<file path="config.mk">
export PLATFORM = sky130hd
export DESIGN_NAME = eeprom_pe_ctrl
export DESIGN_NICKNAME = d
export VERILOG_FILES = /design/src/pkg/eeprom_pe_pkg.sv /design/src/pkg/pe_latch_if.sv /design/src/hdl/eeprom_pe_ctrl.sv /design/src/hdl/eeprom_op_latch.sv
export SDC_FILE = /design/constraint.sdc
export NUM_CORES = 1
export LEC_CHECK = 0
export BUFFER_PORTS_ARGS = -buffer_cell sky130_fd_sc_hd__buf_2
export CORE_ASPECT_RATIO = 1.1
export CORE_MARGIN = 3
export CORE_UTILIZATION = 45
export CTS_CLUSTER_DIAMETER = 80
export DETAILED_ROUTE_END_ITERATION = 12
export PLACE_DENSITY = 0.75
export SLEW_MARGIN = 20
export SYNTH_ARGS = -nofsm -noshare
export SYNTH_HDL_FRONTEND = slang
export SYNTH_SLANG_ARGS = --single-unit
</file>
<file path="constraint.sdc">
create_clock -name sys_clk -period 1.72 [get_ports sys_clk]
set_clock_uncertainty 0.2 [all_clocks]
set_input_delay 0.086 -clock sys_clk [delete_from_list [all_inputs] [get_ports sys_clk]]
set_output_delay 0.086 -clock sys_clk [all_outputs]
set_load 0.005 [all_outputs]
</file>
<file path="src/pkg/eeprom_pe_pkg.sv">
package eeprom_pe_pkg;

   // ---------------------------------------------------------------
   // geometry
   // ---------------------------------------------------------------
   localparam int unsigned ARRAY_BYTES = 1024;
   localparam int unsigned ARR_ADDR_W  = 10;
   localparam int unsigned ARR_DATA_W  = 16;
   localparam int unsigned REG_ADDR_W  = 8;
   localparam int unsigned REG_DATA_W  = 8;
   localparam int unsigned BLOCKS      = 5;

   // ---------------------------------------------------------------
   // register offsets
   // ---------------------------------------------------------------
   localparam logic [7:0] OFS_BLOCK_PROTECTION = 8'hF1;
   localparam logic [7:0] OFS_PROGRAM_ERASE    = 8'hF3;
   localparam logic [7:0] OFS_LOCK_CONFIG      = 8'hF4;
   localparam logic [7:0] OFS_OP_STATUS        = 8'hF5;

   // ---------------------------------------------------------------
   // program_erase_control fields and the lock config bit
   // ---------------------------------------------------------------
   localparam int unsigned BIT_GUARD   = 7;
   localparam int unsigned BIT_BYTESEL = 4;
   localparam int unsigned BIT_ROWSEL  = 3;
   localparam int unsigned BIT_ERASE   = 2;
   localparam int unsigned BIT_LATCH   = 1;
   localparam int unsigned BIT_VOLTAGE = 0;
   localparam int unsigned BIT_LOCK    = 0;

   // ---------------------------------------------------------------
   // reset values
   // ---------------------------------------------------------------
   localparam logic [4:0] RST_BLOCK_PROTECT = 5'h1F;
   localparam logic       RST_GUARD         = 1'b1;
   localparam logic [2:0] BLK_PROT_HIGH_RD  = 3'h7;

   // ---------------------------------------------------------------
   // block boundaries (array byte offsets)
   // ---------------------------------------------------------------
   localparam logic [9:0] BLK3_BASE = 10'h200;
   localparam logic [9:0] BLK2_BASE = 10'h300;
   localparam logic [9:0] BLK1_BASE = 10'h380;
   localparam logic [9:0] BLK0_BASE = 10'h3C0;

   typedef enum logic [1:0] {
      SCOPE_BULK = 2'b00,
      SCOPE_ROW  = 2'b01,
      SCOPE_BYTE = 2'b10
   } scope_t;

   typedef enum logic [1:0] {
      OP_IDLE   = 2'b00,
      OP_ARMED  = 2'b01,
      OP_LOADED = 2'b10,
      OP_ACTIVE = 2'b11
   } op_state_t;

   // one-hot protection block of an array byte offset
   function automatic logic [4:0] block_hit(input logic [9:0] a);
      if (a < BLK3_BASE)
         block_hit = 5'h10;
      else if (a < BLK2_BASE)
         block_hit = 5'h08;
      else if (a < BLK1_BASE)
         block_hit = 5'h04;
      else if (a < BLK0_BASE)
         block_hit = 5'h02;
      else
         block_hit = 5'h01;
   endfunction

endpackage

</file>
<file path="src/pkg/pe_latch_if.sv">
`timescale 1ns/1ps
interface pe_latch_if;
   logic        capture;
   logic [9:0]  wr_addr;
   logic [15:0] wr_data;
   logic        wide;
   logic [9:0]  lat_addr;
   logic [15:0] lat_data;
   logic [1:0]  lat_be;
   logic [4:0]  lat_block;

   modport ctrl (
      output capture, wr_addr, wr_data, wide,
      input  lat_addr, lat_data, lat_be, lat_block
   );
   modport latch (
      input  capture, wr_addr, wr_data, wide,
      output lat_addr, lat_data, lat_be, lat_block
   );
endinterface

</file>
<file path="src/hdl/eeprom_pe_ctrl.sv">
`timescale 1ns/1ps
// Functional notes
// - each block protect bit set refuses program and erase inside its range
// - whole array erase guard set refuses bulk and row erase
// - guard write only lands while voltage and lock are both clear
// - byte select wins; else row select picks 32-byte row or bulk
// - byte and row selects ignored while programming
// - erase mode one erases, zero programs
// - latch control one captures next array write; zero means normal reads
// - selects, erase mode and latch control writable only with voltage off
// - those bits may be written together or one by one
// - voltage enable applies program or erase voltage; clearing removes it
// - voltage enable sets only if latch control was already set
// - setting latch and voltage together sets only latch control
// - guard, selects, mode and latch hold while voltage applied
// - array writes ignored while voltage applied; latches unchanged
// - captured address and data frozen for the whole operation
// - misaligned word write captures only its lower byte
// - protect lock set freezes block protect bits and guard
module eeprom_pe_ctrl #(
   parameter int unsigned ARRAY_BYTES = eeprom_pe_pkg::ARRAY_BYTES
) (
   // clock and reset
   input  wire logic                                sys_clk,
   input  wire logic                                rst_n,
   // register port
   input  wire logic [eeprom_pe_pkg::REG_ADDR_W-1:0] reg_addr,
   input  wire logic [eeprom_pe_pkg::REG_DATA_W-1:0] reg_wdata,
   input  wire logic                                reg_wr,
   input  wire logic                                reg_rd,
   output logic      [eeprom_pe_pkg::REG_DATA_W-1:0] reg_rdata,
   // array write port from the bus
   input  wire logic                                arr_wr,
   input  wire logic [eeprom_pe_pkg::ARR_ADDR_W-1:0] arr_addr,
   input  wire logic [eeprom_pe_pkg::ARR_DATA_W-1:0] arr_wdata,
   input  wire logic                                arr_wide,
   // array macro controls
   output logic                                     pe_voltage_on,
   output logic                                     pe_erase,
   output logic      [1:0]                          pe_scope,
   output logic      [eeprom_pe_pkg::ARR_ADDR_W-1:0] pe_addr,
   output logic      [eeprom_pe_pkg::ARR_DATA_W-1:0] pe_data,
   output logic      [1:0]                          pe_byte_en,
   output logic                                     pe_refused,
   output logic                                     array_read_mode
);

   // ---------------------------------------------------------------
   // elaboration check
   // ---------------------------------------------------------------
   if (ARRAY_BYTES != 1024) begin : g_bad_size
      $error("eeprom_pe_ctrl: block map serves a 1024-byte array only");
   end

   // ---------------------------------------------------------------
   // declarations
   // ---------------------------------------------------------------
   logic [4:0]                     block_protect_bits_reg;
   logic                           whole_array_erase_guard_reg;
   logic                           byte_select_reg;
   logic                           row_select_reg;
   logic                           erase_mode_reg;
   logic                           latch_control_reg;
   logic                           voltage_enable_reg;
   logic                           protect_lock_reg;
   logic                           loaded_reg;
   logic                           ignored_write_reg;
   eeprom_pe_pkg::op_state_t       op_state_reg;
   eeprom_pe_pkg::op_state_t       op_state_next;
   eeprom_pe_pkg::scope_t          scope;
   logic                           wr_pe;
   logic                           wr_bp;
   logic                           wr_lock;
   logic                           cfg_open;
   logic                           prot_open;
   logic                           capture;
   logic                           hit_protected;
   logic                           refused;
   logic [7:0]                     pe_ctl_value;
   logic [7:0]                     bp_value;
   logic [7:0]                     status_value;
   logic [7:0]                     reg_rdata_next;

   pe_latch_if lat ();

   // ---------------------------------------------------------------
   // register decode
   // ---------------------------------------------------------------
   assign wr_pe   = reg_wr && (reg_addr == eeprom_pe_pkg::OFS_PROGRAM_ERASE);
   assign wr_bp   = reg_wr
                  && (reg_addr == eeprom_pe_pkg::OFS_BLOCK_PROTECTION);
   assign wr_lock = reg_wr && (reg_addr == eeprom_pe_pkg::OFS_LOCK_CONFIG);

   // configuration writes pass only with voltage off
   assign cfg_open  = !voltage_enable_reg;
   assign prot_open = !voltage_enable_reg && !protect_lock_reg;

   // ---------------------------------------------------------------
   // block protection
   // ---------------------------------------------------------------
   always_ff @(posedge sys_clk or negedge rst_n) begin
      if (!rst_n) begin
         block_protect_bits_reg <= eeprom_pe_pkg::RST_BLOCK_PROTECT;
      end else if (wr_bp && prot_open) begin
         block_protect_bits_reg <= reg_wdata[4:0];
      end
   end

   // ---------------------------------------------------------------
   // protect lock: once set, held until reset
   // ---------------------------------------------------------------
   always_ff @(posedge sys_clk or negedge rst_n) begin
      if (!rst_n) begin
         protect_lock_reg <= 1'b0;
      end else if (wr_lock && reg_wdata[eeprom_pe_pkg::BIT_LOCK]) begin
         protect_lock_reg <= 1'b1;
      end
   end

   // ---------------------------------------------------------------
   // whole array erase guard
   // ---------------------------------------------------------------
   always_ff @(posedge sys_clk or negedge rst_n) begin
      if (!rst_n) begin
         whole_array_erase_guard_reg <= eeprom_pe_pkg::RST_GUARD;
      end else if (wr_pe && prot_open) begin
         whole_array_erase_guard_reg <=
            reg_wdata[eeprom_pe_pkg::BIT_GUARD];
      end
   end

   // ---------------------------------------------------------------
   // erase selects and mode, each field written on every access with voltage off
   // ---------------------------------------------------------------
   always_ff @(posedge sys_clk or negedge rst_n) begin
      if (!rst_n) begin
         byte_select_reg <= 1'b0;
         row_select_reg  <= 1'b0;
         erase_mode_reg  <= 1'b0;
      end else if (wr_pe && cfg_open) begin
         byte_select_reg <= reg_wdata[eeprom_pe_pkg::BIT_BYTESEL];
         row_select_reg  <= reg_wdata[eeprom_pe_pkg::BIT_ROWSEL];
         erase_mode_reg  <= reg_wdata[eeprom_pe_pkg::BIT_ERASE];
      end
   end

   // ---------------------------------------------------------------
   // latch control
   // ---------------------------------------------------------------
   always_ff @(posedge sys_clk or negedge rst_n) begin
      if (!rst_n) begin
         latch_control_reg <= 1'b0;
      end else if (wr_pe && cfg_open) begin
         latch_control_reg <= reg_wdata[eeprom_pe_pkg::BIT_LATCH];
      end
   end

   // ---------------------------------------------------------------
   // voltage enable; held until software clears it
   // ---------------------------------------------------------------
   always_ff @(posedge sys_clk or negedge rst_n) begin
      if (!rst_n) begin
         voltage_enable_reg <= 1'b0;
      end else if (wr_pe) begin
         if (!reg_wdata[eeprom_pe_pkg::BIT_VOLTAGE]) begin
            voltage_enable_reg <= 1'b0;
         end else if (latch_control_reg) begin
            // old latch value only, so a joint set leaves voltage off
            voltage_enable_reg <= 1'b1;
         end
      end
   end

   // ---------------------------------------------------------------
   // array write capture
   // ---------------------------------------------------------------
   assign capture = arr_wr && latch_control_reg
                  && !voltage_enable_reg;

   assign lat.capture = capture;
   assign lat.wr_addr = arr_addr;
   assign lat.wr_data = arr_wdata;
   assign lat.wide    = arr_wide;

   eeprom_op_latch u_latch (
      .sys_clk (sys_clk),
      .rst_n   (rst_n),
      .lp      (lat)
   );

   always_ff @(posedge sys_clk or negedge rst_n) begin
      if (!rst_n) begin
         loaded_reg <= 1'b0;
      end else if (!latch_control_reg) begin
         loaded_reg <= 1'b0;
      end else if (capture) begin
         loaded_reg <= 1'b1;
      end
   end

   // sticky until the next capture: a write lost to a live operation
   always_ff @(posedge sys_clk or negedge rst_n) begin
      if (!rst_n) begin
         ignored_write_reg <= 1'b0;
      end else if (arr_wr && voltage_enable_reg) begin
         ignored_write_reg <= 1'b1;
      end else if (capture) begin
         ignored_write_reg <= 1'b0;
      end
   end

   // ---------------------------------------------------------------
   // erase scope and protection check
   // ---------------------------------------------------------------
   always_comb begin
      if (!erase_mode_reg)
         scope = eeprom_pe_pkg::SCOPE_BYTE;
      else if (byte_select_reg)
         scope = eeprom_pe_pkg::SCOPE_BYTE;
      else if (row_select_reg)
         scope = eeprom_pe_pkg::SCOPE_ROW;
      else
         scope = eeprom_pe_pkg::SCOPE_BULK;
   end

   assign hit_protected = |(lat.lat_block & block_protect_bits_reg);

   always_comb begin
      case (scope)
         eeprom_pe_pkg::SCOPE_BULK:
            refused = whole_array_erase_guard_reg
                    || (|block_protect_bits_reg);
         eeprom_pe_pkg::SCOPE_ROW:
            refused = whole_array_erase_guard_reg || hit_protected;
         eeprom_pe_pkg::SCOPE_BYTE:
            refused = hit_protected;
         default:
            refused = 1'b1;
      endcase
   end

   // ---------------------------------------------------------------
   // operation state
   // ---------------------------------------------------------------
   always_comb begin
      case (op_state_reg)
         eeprom_pe_pkg::OP_IDLE:
            op_state_next = latch_control_reg ? eeprom_pe_pkg::OP_ARMED
                                              : eeprom_pe_pkg::OP_IDLE;
         eeprom_pe_pkg::OP_ARMED:
            if (!latch_control_reg)
               op_state_next = eeprom_pe_pkg::OP_IDLE;
            else if (loaded_reg)
               op_state_next = eeprom_pe_pkg::OP_LOADED;
            else
               op_state_next = eeprom_pe_pkg::OP_ARMED;
         eeprom_pe_pkg::OP_LOADED:
            if (!latch_control_reg)
               op_state_next = eeprom_pe_pkg::OP_IDLE;
            else if (voltage_enable_reg)
               op_state_next = eeprom_pe_pkg::OP_ACTIVE;
            else
               op_state_next = eeprom_pe_pkg::OP_LOADED;
         eeprom_pe_pkg::OP_ACTIVE:
            op_state_next = voltage_enable_reg ? eeprom_pe_pkg::OP_ACTIVE
                                               : eeprom_pe_pkg::OP_LOADED;
         default:
            op_state_next = eeprom_pe_pkg::OP_IDLE;
      endcase
   end

   always_ff @(posedge sys_clk or negedge rst_n) begin
      if (!rst_n) begin
         op_state_reg <= eeprom_pe_pkg::OP_IDLE;
      end else begin
         op_state_reg <= op_state_next;
      end
   end

   // ---------------------------------------------------------------
   // array macro drive
   // ---------------------------------------------------------------
   always_ff @(posedge sys_clk or negedge rst_n) begin
      if (!rst_n) begin
         pe_voltage_on   <= 1'b0;
         pe_refused      <= 1'b0;
         array_read_mode <= 1'b1;
      end else begin
         pe_voltage_on   <= voltage_enable_reg && loaded_reg
                            && !refused;
         pe_refused      <= voltage_enable_reg && loaded_reg && refused;
         array_read_mode <= !latch_control_reg;
      end
   end

   always_ff @(posedge sys_clk or negedge rst_n) begin
      if (!rst_n) begin
         pe_erase   <= 1'b0;
         pe_scope   <= eeprom_pe_pkg::SCOPE_BYTE;
         pe_addr    <= '0;
         pe_data    <= '0;
         pe_byte_en <= 2'h0;
      end else begin
         pe_erase   <= erase_mode_reg;
         pe_scope   <= scope;
         pe_addr    <= lat.lat_addr;
         pe_data    <= lat.lat_data;
         pe_byte_en <= lat.lat_be;
      end
   end

   // ---------------------------------------------------------------
   // read back
   // ---------------------------------------------------------------
   always_comb begin
      pe_ctl_value = 8'h00;
      pe_ctl_value[eeprom_pe_pkg::BIT_GUARD]   = whole_array_erase_guard_reg;
      pe_ctl_value[eeprom_pe_pkg::BIT_BYTESEL] = byte_select_reg;
      pe_ctl_value[eeprom_pe_pkg::BIT_ROWSEL]  = row_select_reg;
      pe_ctl_value[eeprom_pe_pkg::BIT_ERASE]   = erase_mode_reg;
      pe_ctl_value[eeprom_pe_pkg::BIT_LATCH]   = latch_control_reg;
      pe_ctl_value[eeprom_pe_pkg::BIT_VOLTAGE] = voltage_enable_reg;
   end

   assign bp_value     = {eeprom_pe_pkg::BLK_PROT_HIGH_RD,
                          block_protect_bits_reg};
   assign status_value = {3'h0, ignored_write_reg, refused, loaded_reg,
                          op_state_reg};

   always_comb begin
      case (reg_addr)
         eeprom_pe_pkg::OFS_BLOCK_PROTECTION: reg_rdata_next = bp_value;
         eeprom_pe_pkg::OFS_PROGRAM_ERASE:    reg_rdata_next = pe_ctl_value;
         eeprom_pe_pkg::OFS_LOCK_CONFIG:
            reg_rdata_next = {7'h00, protect_lock_reg};
         eeprom_pe_pkg::OFS_OP_STATUS:        reg_rdata_next = status_value;
         default:                             reg_rdata_next = 8'h00;
      endcase
   end

   always_ff @(posedge sys_clk or negedge rst_n) begin
      if (!rst_n) begin
         reg_rdata <= 8'h00;
      end else if (reg_rd) begin
         reg_rdata <= reg_rdata_next;
      end else begin
         reg_rdata <= 8'h00;
      end
   end

endmodule // eeprom_pe_ctrl

</file>
<file path="src/hdl/eeprom_op_latch.sv">
`timescale 1ns/1ps
module eeprom_op_latch (
   // clock and reset
   input wire logic sys_clk,
   input wire logic rst_n,
   // controller side
   pe_latch_if.latch lp
);

   // ---------------------------------------------------------------
   // address and data capture, held between captures
   // ---------------------------------------------------------------
   always_ff @(posedge sys_clk or negedge rst_n) begin
      if (!rst_n) begin
         lp.lat_addr  <= 10'h000;
         lp.lat_data  <= 16'h0000;
         lp.lat_be    <= 2'h0;
         lp.lat_block <= 5'h00;
      end else if (lp.capture) begin
         lp.lat_addr  <= lp.wr_addr;
         lp.lat_block <= eeprom_pe_pkg::block_hit(lp.wr_addr);
         if (lp.wide && !lp.wr_addr[0]) begin
            lp.lat_data <= lp.wr_data;
            lp.lat_be   <= 2'h3;
         end else begin
            // misaligned word keeps only its lower byte
            lp.lat_data <= {lp.wr_data[7:0], lp.wr_data[7:0]};
            lp.lat_be   <= lp.wr_addr[0] ? 2'h2 : 2'h1;
         end
      end
   end

endmodule // eeprom_op_latch

</file>
==> results.sh, run 1 <==
export IMPL_syn_area_um2=3320
export IMPL_max_freq_mhz=595
export IMPL_yosysTopAreaCellShare_pct=61.9
export IMPL_start_util_pct=46.8
export IMPL_die_height_um=96.0
export IMPL_largest_registers="pe_data: 16 flops, u_latch.lp.lat_data: 16 flops"
export IMPL_io_buffers=87
export IMPL_dpl_hpwl_um=4590
export IMPL_endpoint_kind="flop"
export IMPL_first_pass_iters=4
export IMPL_nNetsFinal=425
export IMPL_status="finished, final reports clean"
export IMPL_die_w_um=87.9
export IMPL_cts_tree="done"
export IMPL_overflow=0
export IMPL_grt_pass1_vias=2413
export IMPL_met1_usage_pct=22.4
export IMPL_remaining_drc_errors=0
export IMPL_grt_util_all_layers_pct=18.6
export IMPL_critPathKind="primary input to flop"
export IMPL_finalHoldViolCount=0
export IMPL_dieArea_um2=8440
export IMPL_finalSetupTns_ns=0
export IMPL_synth_top_area_cell="dfrtp_1"
export IMPL_vias=2295
export IMPL_synthTopCellsByArea="dfrtp_1 62%, mux2_2 9.8%, dfstp_2 6.3%, mux2i_1 3.3%, nand2_1 2.5%"
export IMPL_final_common_cell="buf_2"
export IMPL_place_gp_congestion=0.834
export IMPL_n_antenna_cell=0
export IMPL_relSlewSlack_pct=77.6
export IMPL_cts_made_buffers=9
export IMPL_top_usage_layer="met2"
export IMPL_ios=90
export IMPL_core_area_um2=7090
export IMPL_synth_warnings=0
export IMPL_drive_gt1_share_pct=40.1
export IMPL_finalCritPeriodShare_pct=97.7
export IMPL_period_needed_ns=1.68
export IMPL_syn_to_final_growth_pct=37.7
export IMPL_final_cell_mix="83 x buf_2, 82 x dfrtp_1, 41 x dlygate4sd3_1"
export IMPL_hp_class="primary input to flop"
export IMPL_tightest_slew_ns=0.336
export IMPL_drtAntennaViolNets=0
export IMPL_yosysSeqAreaShare_pct=68.2
export IMPL_cts_sinks=90
export IMPL_use_met3_pct=3.68
export IMPL_cap_violations=0
export IMPL_leakage_nw=2.32
export IMPL_r2r_slack_ns=0.15
export IMPL_ys_ff_latch=90
export IMPL_synth_cells=241
export IMPL_finalWirelength_um=7080
export IMPL_grt_max_degree=47
export IMPL_clk_pin_slew_ns=0.08
export IMPL_clk_latency_ns=0.35
export IMPL_grt_first_pass_wirelength_um=11700
export IMPL_wl_per_cell_um=15.2
export IMPL_final_max_slew_violation_count=0
export IMPL_worstPathRequired_ns=1.76
export IMPL_irDropWorstVdd_v=0.000672
export IMPL_arrival_ns=1.72
export IMPL_fin_area_um2=4570
export IMPL_start_kind="primary input"
export IMPL_dpl_instance_area_um2=3900
export IMPL_first_iter_violations=81
export IMPL_h_tree_depth=3
export IMPL_antenna_found_initial=0
export IMPL_avgViaCountPerCell=4.91
export IMPL_synthDistinctLibCells=37
export IMPL_fillers=534
export IMPL_gr_usage_met2_pct=32.0
export IMPL_fp_row_count=32
export IMPL_power_density_nw_per_um2=1070
export IMPL_setup_viol=0
export IMPL_clock_root_buffer="clkbuf_8"
export IMPL_syn_nets=289
export IMPL_synth_avg_cell_area_um2=13.8
export IMPL_clock_path_buffers=2
export IMPL_cp_max_fo=4
==> Yosys cell counts (all sizes together) <==
library cell   n
a22o           3
a41o           1
a22oi          3
a21oi          5
nand3          4
a222oi         1
a21boi         1
nor2b          7
o41ai          1
mux2i         11
buf            6
o22a           1
inv            6
nand2         22
nor4           2
o31ai          2
nand2b         3
and3           2
mux2          29
dfrtp         82
a211o          1
and4b          1
and2           2
nand4          2
dfstp          8
nor2          13
o21ai         14
nor3           2
a31o           1
clkbuf         5
==> critical path, cell delays in order <==
cell and delay (ns):
dlygate4sd3_1 0.53, buf_2 0.12, and2_4 0.15, nand4_1 0.24, nor2_4 0.24, mux2_2 0.35
==> layer usage <==
metal | vias up | share of wire [%]
met5 | - | 0
met4 | 0 | 2.0
met2 | 54 | 54
met1 | 1122 | 41
met3 | 10 | 3.5
li1 | 1109 | -
==> cell type report <==
class / count / area, um2 / share of cell area, %
inverters: 6 / 22.5 / 0.493
clock inverters: 3 / 65.1 / 1.42
repair buffers: 136 / 963 / 21.1
flip-flops and latches: 90 / 2260 / 49.5
clock buffers: 13 / 149 / 3.26
multi-input cells: 134 / 998 / 21.9
well taps: 85 / 106 / 2.33
==> logic make-up after synthesis <==
logic type             count (synthesis)  share of synthesized area [%]
AO/OA/AOI/OAI                         34                           6.68
flip-flops                            90                           68.2
AND/OR/NAND/NOR                       60                           9.51
buffers and inverters                 17                           2.45
multiplexers                          40                           13.2
==> per-stage QoR <==
| step | hold WS (ns) | cells | power [W] | utilization [%] | setup slack [ns] |
|---|---|---|---|---|---|
| after floorplan | -0.410 | 241 | 0.00293 | - | 0.188 |
| after global placement | -0.188 | 409 | 0.00327 | 55.0 | 0.108 |
| after detailed placement | -0.182 | 409 | 0.00332 | 55.0 | 0.0730 |
| after CTS | 0.0688 | 468 | 0.00494 | 64.1 | 0.0421 |
| after global routing | 0.0701 | 467 | 0.00516 | 64.4 | -0.0784 |
| final | 0.0892 | 467 | 0.00489 | 64.4 | 0.0398 |
==> final timing paths <==
path,startpoint,to,cells past startpoint
max,reg_addr[7],latch_control_reg,6
min,reg_addr[3],protect_lock_reg,3
max reg2reg,block_protect_bits_reg[0],reg_rdata[3],4
min reg2reg,u_latch.lp.lat_addr[0],pe_addr[0],0
max in group asynchronous,rst_n,whole_array_erase_guard_reg,4
min in group asynchronous,rst_n,row_select_reg,3
==> where the power goes <==
part	switching (W)	internal (W)	total [W]
logic	0.000290	0.000387	0.000676
registers	0.000158	0.00251	0.00266
clock network	0.000691	0.000859	0.00155
total	0.00114	0.00375	0.00489
==> what timing repair did <==
action	4_1_cts	5_1_grt
setup buffers	0	1
resized for setup	0	7
hold endpoints to repair	142	0
setup endpoints to repair	0	11
hold buffers	43	0
Power figures use the tool's default switching activity.
==> run 2, diff against run 1 <==
- MAX_ROUTING_LAYER: default -> met4
- RECOVER_POWER: default -> 50
==> run 2 against run 1 <==
- die area stayed put
- core utilization down 0.64 points
- register-to-register slack about the same
- wire length up 0.37%
- hold slack got worse by 0.0022 ns
- critical path depth unchanged
==> results.sh, run 2 (synthesis results as in run 1) <==
export IMPL_r2r_slack_ns=0.15
export IMPL_max_stage_delay_ns=0.53
export IMPL_path_delay_family="buffers and inverters"
export IMPL_period_needed_ns=1.70
export IMPL_dp_cells=409
export IMPL_finalHoldViolCount=0
export IMPL_seq_area_um2=2260
export IMPL_drtAntennaViolNets=0
export IMPL_relSlewSlack_pct=75.5
export IMPL_worstPathRequired_ns=1.76
export IMPL_instances_no_fill=467
export IMPL_grt_pass1_vias=2399
export IMPL_path_depth=6
export IMPL_hold_worst_slack_ns=0.0869
export IMPL_dieArea_um2=8440
export IMPL_remaining_drc_errors=0
export IMPL_vias=2302
export IMPL_max_freq_mhz=589
export IMPL_worstReg2RegEnd="reg_rdata[3]"
export IMPL_leakage_nw=2.20
export IMPL_grt_max_degree=47
export IMPL_multi_input_area_um2=991
export IMPL_overflow=0
export IMPL_die_w_um=87.9
export IMPL_status="finished, final reports clean"
export IMPL_r2r_cells=4
export IMPL_final_cell_mix="82 x dfrtp_1, 58 x buf_2, 41 x dlygate4sd3_1"
export IMPL_n_antenna_cell=0
export IMPL_io_buffers=87
export IMPL_avgViaCountPerCell=4.93
export IMPL_wl_per_cell_um=15.2
export IMPL_cp_max_fo=4
export IMPL_grt_first_pass_wirelength_um=11700
export IMPL_arrival_ns=1.74
export IMPL_cts_tree="done"
export IMPL_finalWirelength_um=7110
export IMPL_clock_root_buffer="clkbuf_8"
export IMPL_clk_pin_slew_ns=0.08
export IMPL_first_pass_iters=4
export IMPL_start_kind="primary input"
export IMPL_cp_slowest_cell="dlygate4sd3_1"
export IMPL_cts_sinks=90
export IMPL_syn_to_final_growth_pct=36.3
export IMPL_setup_viol=0
export IMPL_grt_util_all_layers_pct=19.1
export IMPL_endpoint_kind="flop"
export IMPL_final_common_cell="dfrtp_1"
export IMPL_nNetsFinal=425
export IMPL_final_max_slew_violation_count=0
export IMPL_h_tree_depth=3
export IMPL_clock_path_buffers=2
export IMPL_first_iter_violations=77
export IMPL_fillers=550
export IMPL_finalCritPeriodShare_pct=98.8
export IMPL_antenna_found_initial=0
export IMPL_hp_class="primary input to flop"
export IMPL_cp_startpoint="reg_addr[7]"
export IMPL_die_height_um=96.0
export IMPL_cap_violations=0
export IMPL_tightest_slew_ns=0.368
export IMPL_place_gp_congestion=0.847
export IMPL_fp_row_count=32
export IMPL_irDropWorstVdd_v=0.000672
export IMPL_ios=90
export IMPL_dpl_hpwl_um=4590
export IMPL_path_cells="dlygate4sd3_1, buf_2, and2_4, nand4_1, nor2_4, mux2_2"
export IMPL_crit_buf_inv=2
export IMPL_core_area_um2=7090
export IMPL_power_density_nw_per_um2=1070
export IMPL_crit_end="erase_mode_reg"
export IMPL_largest_registers="pe_data: 16 flops, u_latch.lp.lat_data: 16 flops"
export IMPL_drive_gt1_share_pct=33.0
export IMPL_critPathKind="primary input to flop"
export IMPL_clk_latency_ns=0.35
export IMPL_reg2reg_from="block_protect_bits_reg[0]"
export IMPL_cts_made_buffers=9
export IMPL_start_util_pct=46.8
==> run 2: where the power goes <==
group,internal (W),switching [W]
clock,0.000859,0.000689
sequential,0.00251,0.000162
combinational,0.000354,0.000290
total,0.00372,0.00114
==> run 2: what timing repair did <==
item                                    in CTS  in global routing
gates resized for setup                      0                  7
hold endpoints to repair                   142                  0
hold buffers                                43                  0
endpoints found under the setup margin       0                 11
setup buffers                                0                  1
==> run 2: worst min-delay path, delay by kind of cell <==
family	cells	cell delay, ns
compound gates	1	0.19
buf+inv	1	0.07
simple gates	1	0.26
==> run 2: worst min path at each step <==
stage	startpoint	to	slack, ns	cells after the start
after floorplan	rst_n	byte_select_reg	-0.41	0
after global placement	rst_n	byte_select_reg	-0.19	1
after detailed placement	rst_n	byte_select_reg	-0.18	1
after CTS	reg_addr[4]	protect_lock_reg	0.07	3
after global routing	reg_addr[3]	protect_lock_reg	0.07	3
final	reg_addr[3]	protect_lock_reg	0.09	3
==> run 2: layout make-up <==
type | count | area share, %
clock buffer | 13 | 3.29
clock inverter | 3 | 1.44
inverter | 6 | 0.498
multi-input combinational | 134 | 21.9
sequential | 90 | 50.0
tap | 85 | 2.35
timing repair buffer | 136 | 20.5
==> run 2: metal layers <==
layer  track usage, %  share of wire, %  vias up
met5                -                 0        -
met4             8.82               1.9        0
met3             3.34               3.6       11
met2             31.9                54       60
met1             22.6                41     1122
li1                 -                 -     1109
==> run 2: metrics by stage <==
step / total power [W] / setup TNS [ns] / utilization (%) / cell area, um2 / worst slack [ns]
after CTS: 0.00494 / 0 / 64.1 / 4540 / 0.0421
after global routing: 0.00513 / -0.316 / 63.8 / 4520 / -0.0811
after floorplan: 0.00293 / 0 / - / 3320 / 0.188
after global placement: 0.00327 / 0 / 55.0 / 3900 / 0.108
final: 0.00486 / 0 / 63.8 / 4520 / 0.0212
after detailed placement: 0.00332 / 0 / 55.0 / 3900 / 0.0730
